<file path="src/verilog/stc_pkg.sv">
// Constants, register map and types for the 16-bit timer/counter.
// Assumes a single 40 MHz clock and a byte-wide register port.
package stc_pkg;

  // ------------------------------------------------------------------
  // Widths and timing
  // ------------------------------------------------------------------
  localparam int          ADDR_W      = 4;
  localparam int          DATA_W      = 8;
  localparam int          COUNT_W     = 16;
  localparam int          CLK_HZ      = 40_000_000;
  localparam int          INSTR_DIV   = 4;
  localparam logic [1:0]  INSTR_LAST  = 2'(INSTR_DIV - 1);

  // ------------------------------------------------------------------
  // Register map
  // ------------------------------------------------------------------
  localparam logic [3:0]  ADDR_CNT_LO = 4'h0;
  localparam logic [3:0]  ADDR_CNT_HI = 4'h1;
  localparam logic [3:0]  ADDR_CTRL   = 4'h2;
  localparam logic [3:0]  ADDR_GATE   = 4'h3;

  // Control register fields
  localparam int          CTRL_ON_BIT    = 0;
  localparam int          CTRL_OSCEN_BIT = 3;
  localparam int          CTRL_PS_LSB    = 4;
  localparam int          CTRL_SRC_LSB   = 6;

  // Gate control register fields
  localparam int          GATE_LVL_BIT   = 3;
  localparam int          GATE_POL_BIT   = 6;
  localparam int          GATE_EN_BIT    = 7;

  // Reset values
  localparam logic [7:0]  CTRL_RST    = 8'h00;
  localparam logic [7:0]  GATE_RST    = 8'h00;
  localparam logic [15:0] COUNT_RST   = 16'h0000;

  // Count source encodings
  localparam logic [1:0]  SRC_INSTR   = 2'h0;
  localparam logic [1:0]  SRC_SYS     = 2'h1;
  localparam logic [1:0]  SRC_EXT     = 2'h2;
  localparam logic [1:0]  SRC_CAP     = 2'h3;

  // ------------------------------------------------------------------
  // Types and decoders
  // ------------------------------------------------------------------
  typedef enum logic [1:0] {
    ARM_WAIT_FALL = 2'b01,
    ARM_READY     = 2'b10
  } stc_arm_e;

  function automatic logic stc_is_count_addr(input logic [3:0] a);
    stc_is_count_addr = (a == ADDR_CNT_LO) || (a == ADDR_CNT_HI);
  endfunction : stc_is_count_addr

  function automatic logic stc_is_ext_src(input logic [1:0] s);
    stc_is_ext_src = (s == SRC_EXT) || (s == SRC_CAP);
  endfunction : stc_is_ext_src

endpackage : stc_pkg

</file>
<file path="src/verilog/stc_edge_detect.sv">
// Edge detector for the selected external count source.
// Assumes the level input is already synchronous to mclk.
module stc_edge_detect
  import stc_pkg::*;
(
  input  wire logic mclk,
  input  wire logic rst_n,
  input  wire logic level,
  output logic      risePulse,
  output logic      fallPulse
);

  logic prev_r;
  logic prev_nxt;
  logic rise_r;
  logic rise_nxt;
  logic fall_r;
  logic fall_nxt;

  always_comb begin
    prev_nxt = level;
    rise_nxt = level & ~prev_r;
    fall_nxt = ~level & prev_r;
  end

  always_ff @(posedge mclk) begin
    if (!rst_n) begin
      prev_r <= 1'b0;
      rise_r <= 1'b0;
      fall_r <= 1'b0;
    end else begin
      prev_r <= prev_nxt;
      rise_r <= rise_nxt;
      fall_r <= fall_nxt;
    end
  end

  assign risePulse = rise_r;
  assign fallPulse = fall_r;

endmodule : stc_edge_detect

</file>
<file path="src/verilog/stc_timer.sv">
// 16-bit incrementing timer/counter with byte-wide register access.
// Assumes all pin inputs are synchronous to mclk; one clock domain.
//
// The placing of the registers and the address-and-strobe port were chosen for this implementation.

// Functional notes
// - 16-bit up-counter, read and written as high and low bytes.
// - Writing either count byte changes the live count at once.
// - Internal instruction source advances once per instruction cycle.
// - External source advances the count on each selected edge.
// - On bit and gate-enable bit jointly govern counting.
// - Source select: 01 sys, 00 sys/4, 11 cap osc, 10 pin or crystal.
// - Prescaler divides source ticks by 1, 2, 4 or 8.
// - External sources count on their rising edge.
// - External mode needs a falling edge before the first counted rise.
module stc_timer
  import stc_pkg::*;
(
  input  wire logic               mclk,
  input  wire logic               rst_n,
  input  wire logic [ADDR_W-1:0]  regAddr,
  input  wire logic [DATA_W-1:0]  regWrData,
  input  wire logic               regWr,
  input  wire logic               regRd,
  output logic      [DATA_W-1:0]  regRdData,
  input  wire logic               externalCountInput,
  input  wire logic               xtalOscIn,
  input  wire logic               capSenseOscIn,
  input  wire logic               gateIn,
  output logic      [COUNT_W-1:0] countValue
);

  // ------------------------------------------------------------------
  // Declarations
  // ------------------------------------------------------------------
  logic [COUNT_W-1:0] count_r;
  logic [COUNT_W-1:0] count_nxt;
  logic [7:0]         ctrl_r;
  logic [7:0]         ctrl_nxt;
  logic [7:0]         gate_r;
  logic [7:0]         gate_nxt;
  logic [DATA_W-1:0]  rdData_r;
  logic [DATA_W-1:0]  rdData_nxt;
  logic [1:0]         div_r;
  logic [1:0]         div_nxt;
  logic               instrTick_r;
  logic               instrTick_nxt;
  logic [2:0]         presc_r;
  logic [2:0]         presc_nxt;
  stc_arm_e           arm_r;
  stc_arm_e           arm_nxt;

  logic               counterOn;
  logic               crystalOscEnable;
  logic [1:0]         countSourceSelect;
  logic [1:0]         prescSel;
  logic               gateEnable;
  logic               gatePolarity;
  logic               gateActive;
  logic               runEn;
  logic               extSel;
  logic               srcLevel;
  logic               extRise;
  logic               extFall;
  logic               srcTick;
  logic               cntWr;
  logic [2:0]         prescLast;
  logic               incr;

  // ------------------------------------------------------------------
  // Control decode
  // ------------------------------------------------------------------
  assign counterOn         = ctrl_r[CTRL_ON_BIT];
  assign crystalOscEnable  = ctrl_r[CTRL_OSCEN_BIT];
  assign countSourceSelect = ctrl_r[CTRL_SRC_LSB +: 2];
  assign prescSel          = ctrl_r[CTRL_PS_LSB +: 2];
  assign gateEnable        = gate_r[GATE_EN_BIT];
  assign gatePolarity      = gate_r[GATE_POL_BIT];
  assign gateActive        = (gateIn == gatePolarity);
  assign extSel            = stc_is_ext_src(countSourceSelect);
  assign cntWr             = regWr && stc_is_count_addr(regAddr);

  // Off / always on / gated
  assign runEn = counterOn && (!gateEnable || gateActive);

  // ------------------------------------------------------------------
  // Source selection and edge detection
  // ------------------------------------------------------------------
  always_comb begin
    srcLevel = 1'b0;
    if (countSourceSelect == SRC_CAP) begin
      srcLevel = capSenseOscIn;
    end else if (countSourceSelect == SRC_EXT) begin
      srcLevel = crystalOscEnable ? xtalOscIn : externalCountInput;
    end
  end

  stc_edge_detect u_stc_edge_detect (
    .mclk      (mclk),
    .rst_n     (rst_n),
    .level     (srcLevel),
    .risePulse (extRise),
    .fallPulse (extFall)
  );

  // ------------------------------------------------------------------
  // Instruction clock divider
  // ------------------------------------------------------------------
  always_comb begin
    div_nxt       = div_r + 2'h1;
    instrTick_nxt = (div_r == INSTR_LAST);
  end

  always_ff @(posedge mclk) begin
    if (!rst_n) begin
      div_r       <= 2'h0;
      instrTick_r <= 1'b0;
    end else begin
      div_r       <= div_nxt;
      instrTick_r <= instrTick_nxt;
    end
  end

  // ------------------------------------------------------------------
  // Edge arming for external counting
  // ------------------------------------------------------------------
  always_comb begin
    arm_nxt = arm_r;
    case (arm_r)
      ARM_WAIT_FALL: begin
        if (counterOn && !cntWr && extFall) begin
          arm_nxt = ARM_READY;
        end
      end
      ARM_READY: begin
        if (!counterOn || cntWr) begin
          arm_nxt = ARM_WAIT_FALL;
        end
      end
      default: begin
        arm_nxt = ARM_WAIT_FALL;
      end
    endcase
  end

  always_ff @(posedge mclk) begin
    if (!rst_n) begin
      arm_r <= ARM_WAIT_FALL;
    end else begin
      arm_r <= arm_nxt;
    end
  end

  // ------------------------------------------------------------------
  // Tick selection, prescaler and counter
  // ------------------------------------------------------------------
  always_comb begin
    case (countSourceSelect)
      SRC_SYS:   srcTick = 1'b1;
      SRC_INSTR: srcTick = instrTick_r;
      SRC_EXT:   srcTick = extRise && (arm_r == ARM_READY);
      SRC_CAP:   srcTick = extRise && (arm_r == ARM_READY);
      default:   srcTick = 1'b0;
    endcase
    case (prescSel)
      2'h0:    prescLast = 3'h0;
      2'h1:    prescLast = 3'h1;
      2'h2:    prescLast = 3'h3;
      default: prescLast = 3'h7;
    endcase
  end

  always_comb begin
    presc_nxt = presc_r;
    incr      = 1'b0;
    if (cntWr || !counterOn) begin
      presc_nxt = 3'h0;
    end else if (srcTick && runEn) begin
      if (presc_r >= prescLast) begin
        presc_nxt = 3'h0;
        incr      = 1'b1;
      end else begin
        presc_nxt = presc_r + 3'h1;
      end
    end
    count_nxt = count_r;
    if (regWr && regAddr == ADDR_CNT_LO) begin
      count_nxt = {count_r[15:8], regWrData};
    end else if (regWr && regAddr == ADDR_CNT_HI) begin
      count_nxt = {regWrData, count_r[7:0]};
    end else if (incr) begin
      count_nxt = count_r + 16'h0001;
    end
  end

  always_ff @(posedge mclk) begin
    if (!rst_n) begin
      presc_r <= 3'h0;
      count_r <= COUNT_RST;
    end else begin
      presc_r <= presc_nxt;
      count_r <= count_nxt;
    end
  end

  // ------------------------------------------------------------------
  // Register port
  // ------------------------------------------------------------------
  always_comb begin
    ctrl_nxt   = ctrl_r;
    gate_nxt   = gate_r;
    rdData_nxt = 8'h00;
    if (regWr && regAddr == ADDR_CTRL) begin
      ctrl_nxt = regWrData;
    end
    if (regWr && regAddr == ADDR_GATE) begin
      gate_nxt = regWrData & 8'hC0;
    end
    if (regRd) begin
      case (regAddr)
        ADDR_CNT_LO: rdData_nxt = count_r[7:0];
        ADDR_CNT_HI: rdData_nxt = count_r[15:8];
        ADDR_CTRL:   rdData_nxt = ctrl_r;
        ADDR_GATE: begin
          rdData_nxt               = gate_r;
          rdData_nxt[GATE_LVL_BIT] = gateActive;
        end
        default:     rdData_nxt = 8'h00;
      endcase
    end
  end

  always_ff @(posedge mclk) begin
    if (!rst_n) begin
      ctrl_r   <= CTRL_RST;
      gate_r   <= GATE_RST;
      rdData_r <= 8'h00;
    end else begin
      ctrl_r   <= ctrl_nxt;
      gate_r   <= gate_nxt;
      rdData_r <= rdData_nxt;
    end
  end

  assign regRdData  = rdData_r;
  assign countValue = count_r;
endmodule : stc_timer

</file>
<file path="config.mk">
export PLATFORM = sky130hd
export DESIGN_NAME = stc_timer
export DESIGN_NICKNAME = d
export VERILOG_FILES = /design/src/verilog/stc_pkg.sv /design/src/verilog/stc_edge_detect.sv /design/src/verilog/stc_timer.sv
export SDC_FILE = /design/constraint.sdc
export NUM_CORES = 1
export LEC_CHECK = 0
export ABC_AREA = 1
export ABC_CLOCK_PERIOD_IN_PS = 2000
export BUFFER_PORTS_ARGS = -buffer_cell sky130_fd_sc_hd__buf_4
export CORE_ASPECT_RATIO = 1.1
export CORE_MARGIN = 5
export CORE_UTILIZATION = 33
export DETAILED_ROUTE_END_ITERATION = 7
export GPL_TIMING_DRIVEN = 0
export SYNTH_ARGS = -nofsm -noshare
export SYNTH_HDL_FRONTEND = slang
export SYNTH_SLANG_ARGS = --single-unit
</file>
<file path="constraint.sdc">
create_clock -name mclk -period 2 [get_ports mclk]
set_input_delay 0.4 -clock mclk [delete_from_list [all_inputs] [get_ports mclk]]
set_output_delay 0.4 -clock mclk [all_outputs]
set_load 0.05 [all_outputs]
</file>
* Word-level counts from Yosys, hierarchy flattened
Cells that the tools add are included.
** Storage, ports and cells
- Bits in registers :: 45
- Input bits :: 20
- Output and inout port bits :: 24
- Word-level logic and storage cells :: 80
** Cells by class
- Add/sub/neg operators :: 3
- Order comparisons :: 1
- Equal/unequal tests :: 15
- Muxes and demuxes :: 16
- Bitwise logic cells :: 6
- Reduce and logical (&&, ||, !) cells :: 27
** Operator list (number)
- $mux 16 :: 2
- $pmux 8 s4 :: 1
- $add 16x1->16 const B :: 1
- $eq 2x2->1 const B :: 5
- $logic_and 1x1->1 :: 10
- $pmux 3 s3 :: 1
- $eq 4x2->1 const B :: 2
- $mux 8 :: 1
- $reduce_and 2->1 :: 4
- $eq 2x1->1 const B :: 3
- $mux 1 :: 6
- $ne 2x2->1 const B :: 3
- $eq 4x1->1 const B :: 1
- $logic_not 2->1 :: 2
- $logic_not 4->1 :: 1
- $mux 2 :: 2
- $not 1->1 :: 4
- $pmux 2 s2 :: 1
- $reduce_bool 2->1 :: 2
- $reduce_or 2->1 :: 2
- $add 3x1->3 const B :: 1
- $ge 3x3->1 :: 1
- $logic_not 1->1 :: 3
- $logic_or 1x1->1 :: 3
- other kinds (5) :: 6

* Longest topological paths before layout
- Depth after elaboration :: 9
- Depth in mapped cells :: 11

* Cells and area by module
From an unflattened synthesis, not the netlist that was laid out.
** Second synthesis, totals
- Cells, all modules :: 373
- Area, all modules :: 2610.0 µm²
** Modules (own cells, without submodules)
- stc_timer :: times used 1, cells each 365, area each 2531.2 µm², sequential area each 840.8 µm²
- stc_edge_detect :: times used 1, cells each 8, area each 78.8 µm², sequential area each 60.1 µm²

* Worst setup path after synthesis
OpenSTA, ideal clock, no wires.
- Path kind :: reg-to-reg
- Start point :: reg count_r[0], in the netlist countValue[0]
- End point :: reg count_r[10], in the netlist countValue[10]
- Arrival time :: 1744 ps
- Data required time :: 1883 ps
- Slack :: 139 ps
- Stages on the path, launching flop included :: 9
- Buffers on the path :: 0
- Path through :: dfxtp_1 ha_1 nand2_1 nor2_1 nand3_1 o21ai_0 nand3_1 nand2_1 nor2_1
** Between the ends
- Cells in the longest elaborated chain, start to end :: 3
** Ends and longest elaborated chain
- start, declared :: line stc_timer.sv:36 : logic [COUNT_W-1:0] count_r;
- start signal, assigned :: line stc_timer.sv:202 : count_r <= count_nxt;
- $add 16x1->16 :: line stc_timer.sv:192 : count_nxt = count_r + 16'h0001;
- $mux 16 :: line stc_timer.sv:191 : end else if (incr) begin
- $mux 16 :: line stc_timer.sv:189 : end else if (regWr && regAddr == ADDR_CNT_HI) begin
No other way between the ends. The select of a mux whose other input is x is not followed.
A chain may end at the register's enable or synchronous reset.

* Final worst setup path
- Start point :: reg ctrl_r[5]
- End point :: reg count_r[1], in the netlist countValue[1]
** Between the ends
- Cells in the longest elaborated chain, start to end :: 8
** Ends and longest elaborated chain
- start, declared :: line stc_timer.sv:38 : logic [7:0] ctrl_r;
- start signal, assigned :: line stc_timer.sv:239 : ctrl_r <= ctrl_nxt;
- $eq 2x2->1 (tied with other cells) :: line stc_timer.sv:165 : case (prescSel)
- $pmux 3 s3 * :: line stc_timer.sv:165
- $ge 3x3->1 * :: line stc_timer.sv:179 : if (presc_r >= prescLast) begin
- $mux 1 * :: line stc_timer.sv:179
- $mux 1 * :: line stc_timer.sv:178 : end else if (srcTick && runEn) begin
- $mux 1 * :: line stc_timer.sv:176 : if (cntWr || !counterOn) begin
- $reduce_bool 2->1 (no line) *
- $reduce_and 2->1 (no line) *
Every way passes the cells marked *; elsewhere a longest branch is shown, timed or not.

==> key figures <==
CTS
  – Post-CTS resize count: 0
  – Sink Count: 45
  – CTS H-Tree Depth: 2
  – CTS tree: yes
  – Reg clk slew, reported paths: 0.08 ns
  – Clk_lat worst skew: 0.30 ns
  – Clk buf depth: 2
  – Root Buffer: clkbuf_8
  – CTS buffer count: 5

Yosys
  – Post-Syn Instances: ~360
  – Synthesized area: about 2400 sq um
  – Post-synthesis async set-or-reset flop share: 0
  – Post-synth EDFFs: 0
  – Flops & latches, synth: 45
  – Syn Nets: 381
  – Sequential share of the synthesized area: 0.3700
  – Synth Flop Type: dfxtp_1
  – Avg Inst Size Synth: approximately 7 sq um
  – Synth warn: 0
  – Count of different cell masters after synthesis: 33

Worst setup path
  – CP arrival: ~2.0 ns
  – Startpoint types: register
  – RR Startpoint: ctrl_r[5]
  – CP Class: register to register
  – CP endpoint kind: register
  – Crit-path slowest cell: dfxtp_1
  – Worst-path fanout max: 9
  – CP top delay family: simple AND/OR/NAND/NOR gates
  – Critical Path RT: 2.20 ns
  – R2r setup slk: 0.17 ns
  – Max incr delay on CP: 0.33 ns
  – Top cell by count, worst path: nor2_1
  – Worst r2r path cells: 9
  – Worst Path Buf+Inv: 2
  – Cell Chain, Critical Path: inv_1, ha_1, nand2_1, o211ai_1, nand3_4, nand2_2, inv_2, nor2_1, nor2_1
  – R2R Path End: countValue[1]

Power
  – Leakage Power: 1.293 nW
  – Power Dens Cells: between 500 and 600 nW/um^2
  – VDD IR max: 0.2396 mV

Global route
  – Vias in the first global route: 2426
  – Total gr overflow: 0
  – Largest net degree at the start of global routing: 14
  – Global Route Usage Sum: 0.1580
  – Initial antenna violation count: 0
  – First-pass GRT wire length: 11.62 mm

Hold path
  – Worst hold start: regWrData[0]
  – Worst Hold Depth: 3
  – Tightest Hold Check Type: input pin to register
  – WHS Endpoint: ctrl_r[0]

Job
  – Max-cap viol count: 0

Timing
  – Fin. Hold Viols: 0
  – Fin crit share: 0.9166
  – Final Slew Violations: 0
  – Worst slew pin tran: 0.6258 ns
  – Setup violators final: 0
  – Worst Skew: 0.004376 ns
  – Fmax: 0.5455 GHz
  – Final Critical Period: 1.833 ns
  – Rel. slew slack: 0.5828

Detailed routing
  – Post-Route WL: 6.860 mm
  – Routed Antenna Nets: 0
  – DRC Markers: 0
  – Vias: 2471
  – Iteration-0 DRC Markers: around 170
  – Drt first pass iters: 5
  – Via-per-instance ratio: ~5.0
  – Wire per inst: approximately 14 um

Place
  – Placed instance area: about 2900 sq um
  – Placed wire-length estimate: 5.356 mm
  – # port buffers: 42
  – Gpl congestion: 0.8877

Layout
  – Register area: roughly 900 sq um
  – Syn-to-layout area delta: 21.33%
  – Ant diodes: 0
  – Final instance area: 2954 sq um
  – # fillers: 747
  – Multi-input logic area: 1316 sq um
  – Post-layout util: 0.4168
  – Final #Nets: 431
  – Share of layout cells above drive strength 1: 0.1951

Run status
  – Status: finished clean

Floorplanning
  – Chip Height: 100.1 um
  – Placeable Area: 7087 sq um
  – Die width: 91.90 um
  – Row cnt: 32
  – # IOs: 44
  – Initial Utilization: 0.3436
  – Die area: 9198 sq um
==> worst max path at each step <==
| stage | to | cells after the start | from | slack [ns] |
|---|---|---|---|---|
| detailed placement | countValue[1] | 9 | ctrl_r[5] | 0.18 |
| global placement | countValue[10] | 10 | ctrl_r[5] | 0.20 |
| CTS | countValue[1] | 9 | ctrl_r[5] | 0.16 |
| floorplan | countValue[10] | 8 | countValue[0] | 0.14 |
| global route | countValue[1] | 9 | ctrl_r[5] | -0.02 |
| finish | countValue[1] | 9 | ctrl_r[5] | 0.17 |
==> cells in the final DEF, fill, tap and decap left out <==
master,n
a21oi_2,4
a21oi_1,14
xor2_1,3
buf_6,1
nand3_1,29
a22o_1,1
dfxtp_1,45
o22ai_1,6
buf_2,3
clkinvlp_4,1
nand3_4,1
nand2_4,1
nor2_4,2
buf_4,43
nand3b_1,1
nand2_1,75
nand2_2,2
inv_2,5
o211ai_1,4
o221ai_1,2
inv_1,43
clkbuf_1,3
nor2_1,54
xnor2_1,2
a211oi_1,1
o21ai_1,3
nand3_2,7
o31ai_1,1
a221oi_1,2
ha_1,6
o21bai_1,1
o21ai_0,24
or2_2,3
nand4_1,3
nor3_1,3
clkbuf_8,6
==> Yosys cell counts, types with 5 or more instances <==
cell type	count	area [sq um]
o22ai_1	6	37.54
inv_1	43	161.4
nand2_1	75	281.5
dfxtp_1	45	900.9
a21oi_1	14	70.07
nor2_1	54	202.7
o21ai_0	24	120.1
nand3_2	7	70.07
nand3_1	29	145.1
ha_1	6	75.07
inv_2	5	18.77
==> report_power, final <==
group          internal (mW)  leakage, nW  switching, mW  total (mW)
sequential             0.909        0.364         0.0128       0.922
clock                  0.273       0.0433          0.311       0.585
combinational         0.0584        0.886          0.103       0.161
==> what timing repair did <==
action,4_1_cts,5_1_grt
hold buffers,0,0
setup buffers,0,1
setup endpoints to repair,0,2
==> per-layer routing <==
layer,routed length [um],track usage,part of all wire,vias up
li1,-,-,-,1257
met1,3028,0.1931,0.44,1133
met2,3309,0.2713,0.48,71
met3,386,0.03223,0.056,10
met4,136,0.06514,0.020,0
met5,0,0,0,-
==> kinds of logic after synthesis <==
| group | Yosys count | share of synthesized area |
|---|---|---|
| adders and majority gates | 6 | 0.03083 |
| xor gates and xnor gates | 5 | 0.01799 |
| and+or+nand+nor | 181 | 0.3381 |
| AOI/OAI and AO/OA | 63 | 0.1537 |
| buffers and inverters | 55 | 0.08941 |
| DFF | 45 | 0.3700 |
==> layout make-up <==
| cell class | count | area share |
|---|---|---|
| Timing Repair Buffer | 43 | 0.1093 |
| Buffer | 7 | 0.01271 |
| Sequential cell | 45 | 0.3050 |
| Inverter | 48 | 0.06099 |
| Tap cell | 85 | 0.03600 |
| Clock inverter | 1 | 0.002541 |
| Clock buffer | 6 | 0.02795 |
| Multi-Input combinational cell | 255 | 0.4456 |
==> sequential cells by signal, indices dropped and copies added (netlist names) <==
register	flops
arm_r	2
countValue	16
ctrl_r	8
div_r	2
gate_r	2
instrTick_r	1
presc_r	3
regRdData	8
u_stc_edge_detect.fallPulse	1
u_stc_edge_detect.prev_r	1
u_stc_edge_detect.risePulse	1
==> worst min-delay path, cell delays in order <==
cell and delay [ns]:
buf_4 0.12, nand3_1 0.07, a21oi_1 0.06
==> metrics by stage <==
step	power, mW	instances	hold WS, ns	setup TNS [ns]	setup slack [ns]
CTS	1.690	489	0.3865	0	0.1631
global route	1.747	490	0.4008	-0.03701	-0.02071
detailed placement	1.104	482	0.4114	0	0.1789
finish	1.668	490	0.3947	0	0.1668
floorplan	1.030	355	0.3978	0	0.1390
global placement	1.102	482	0.4015	0	0.2018
Power figures use the tool's default switching activity.
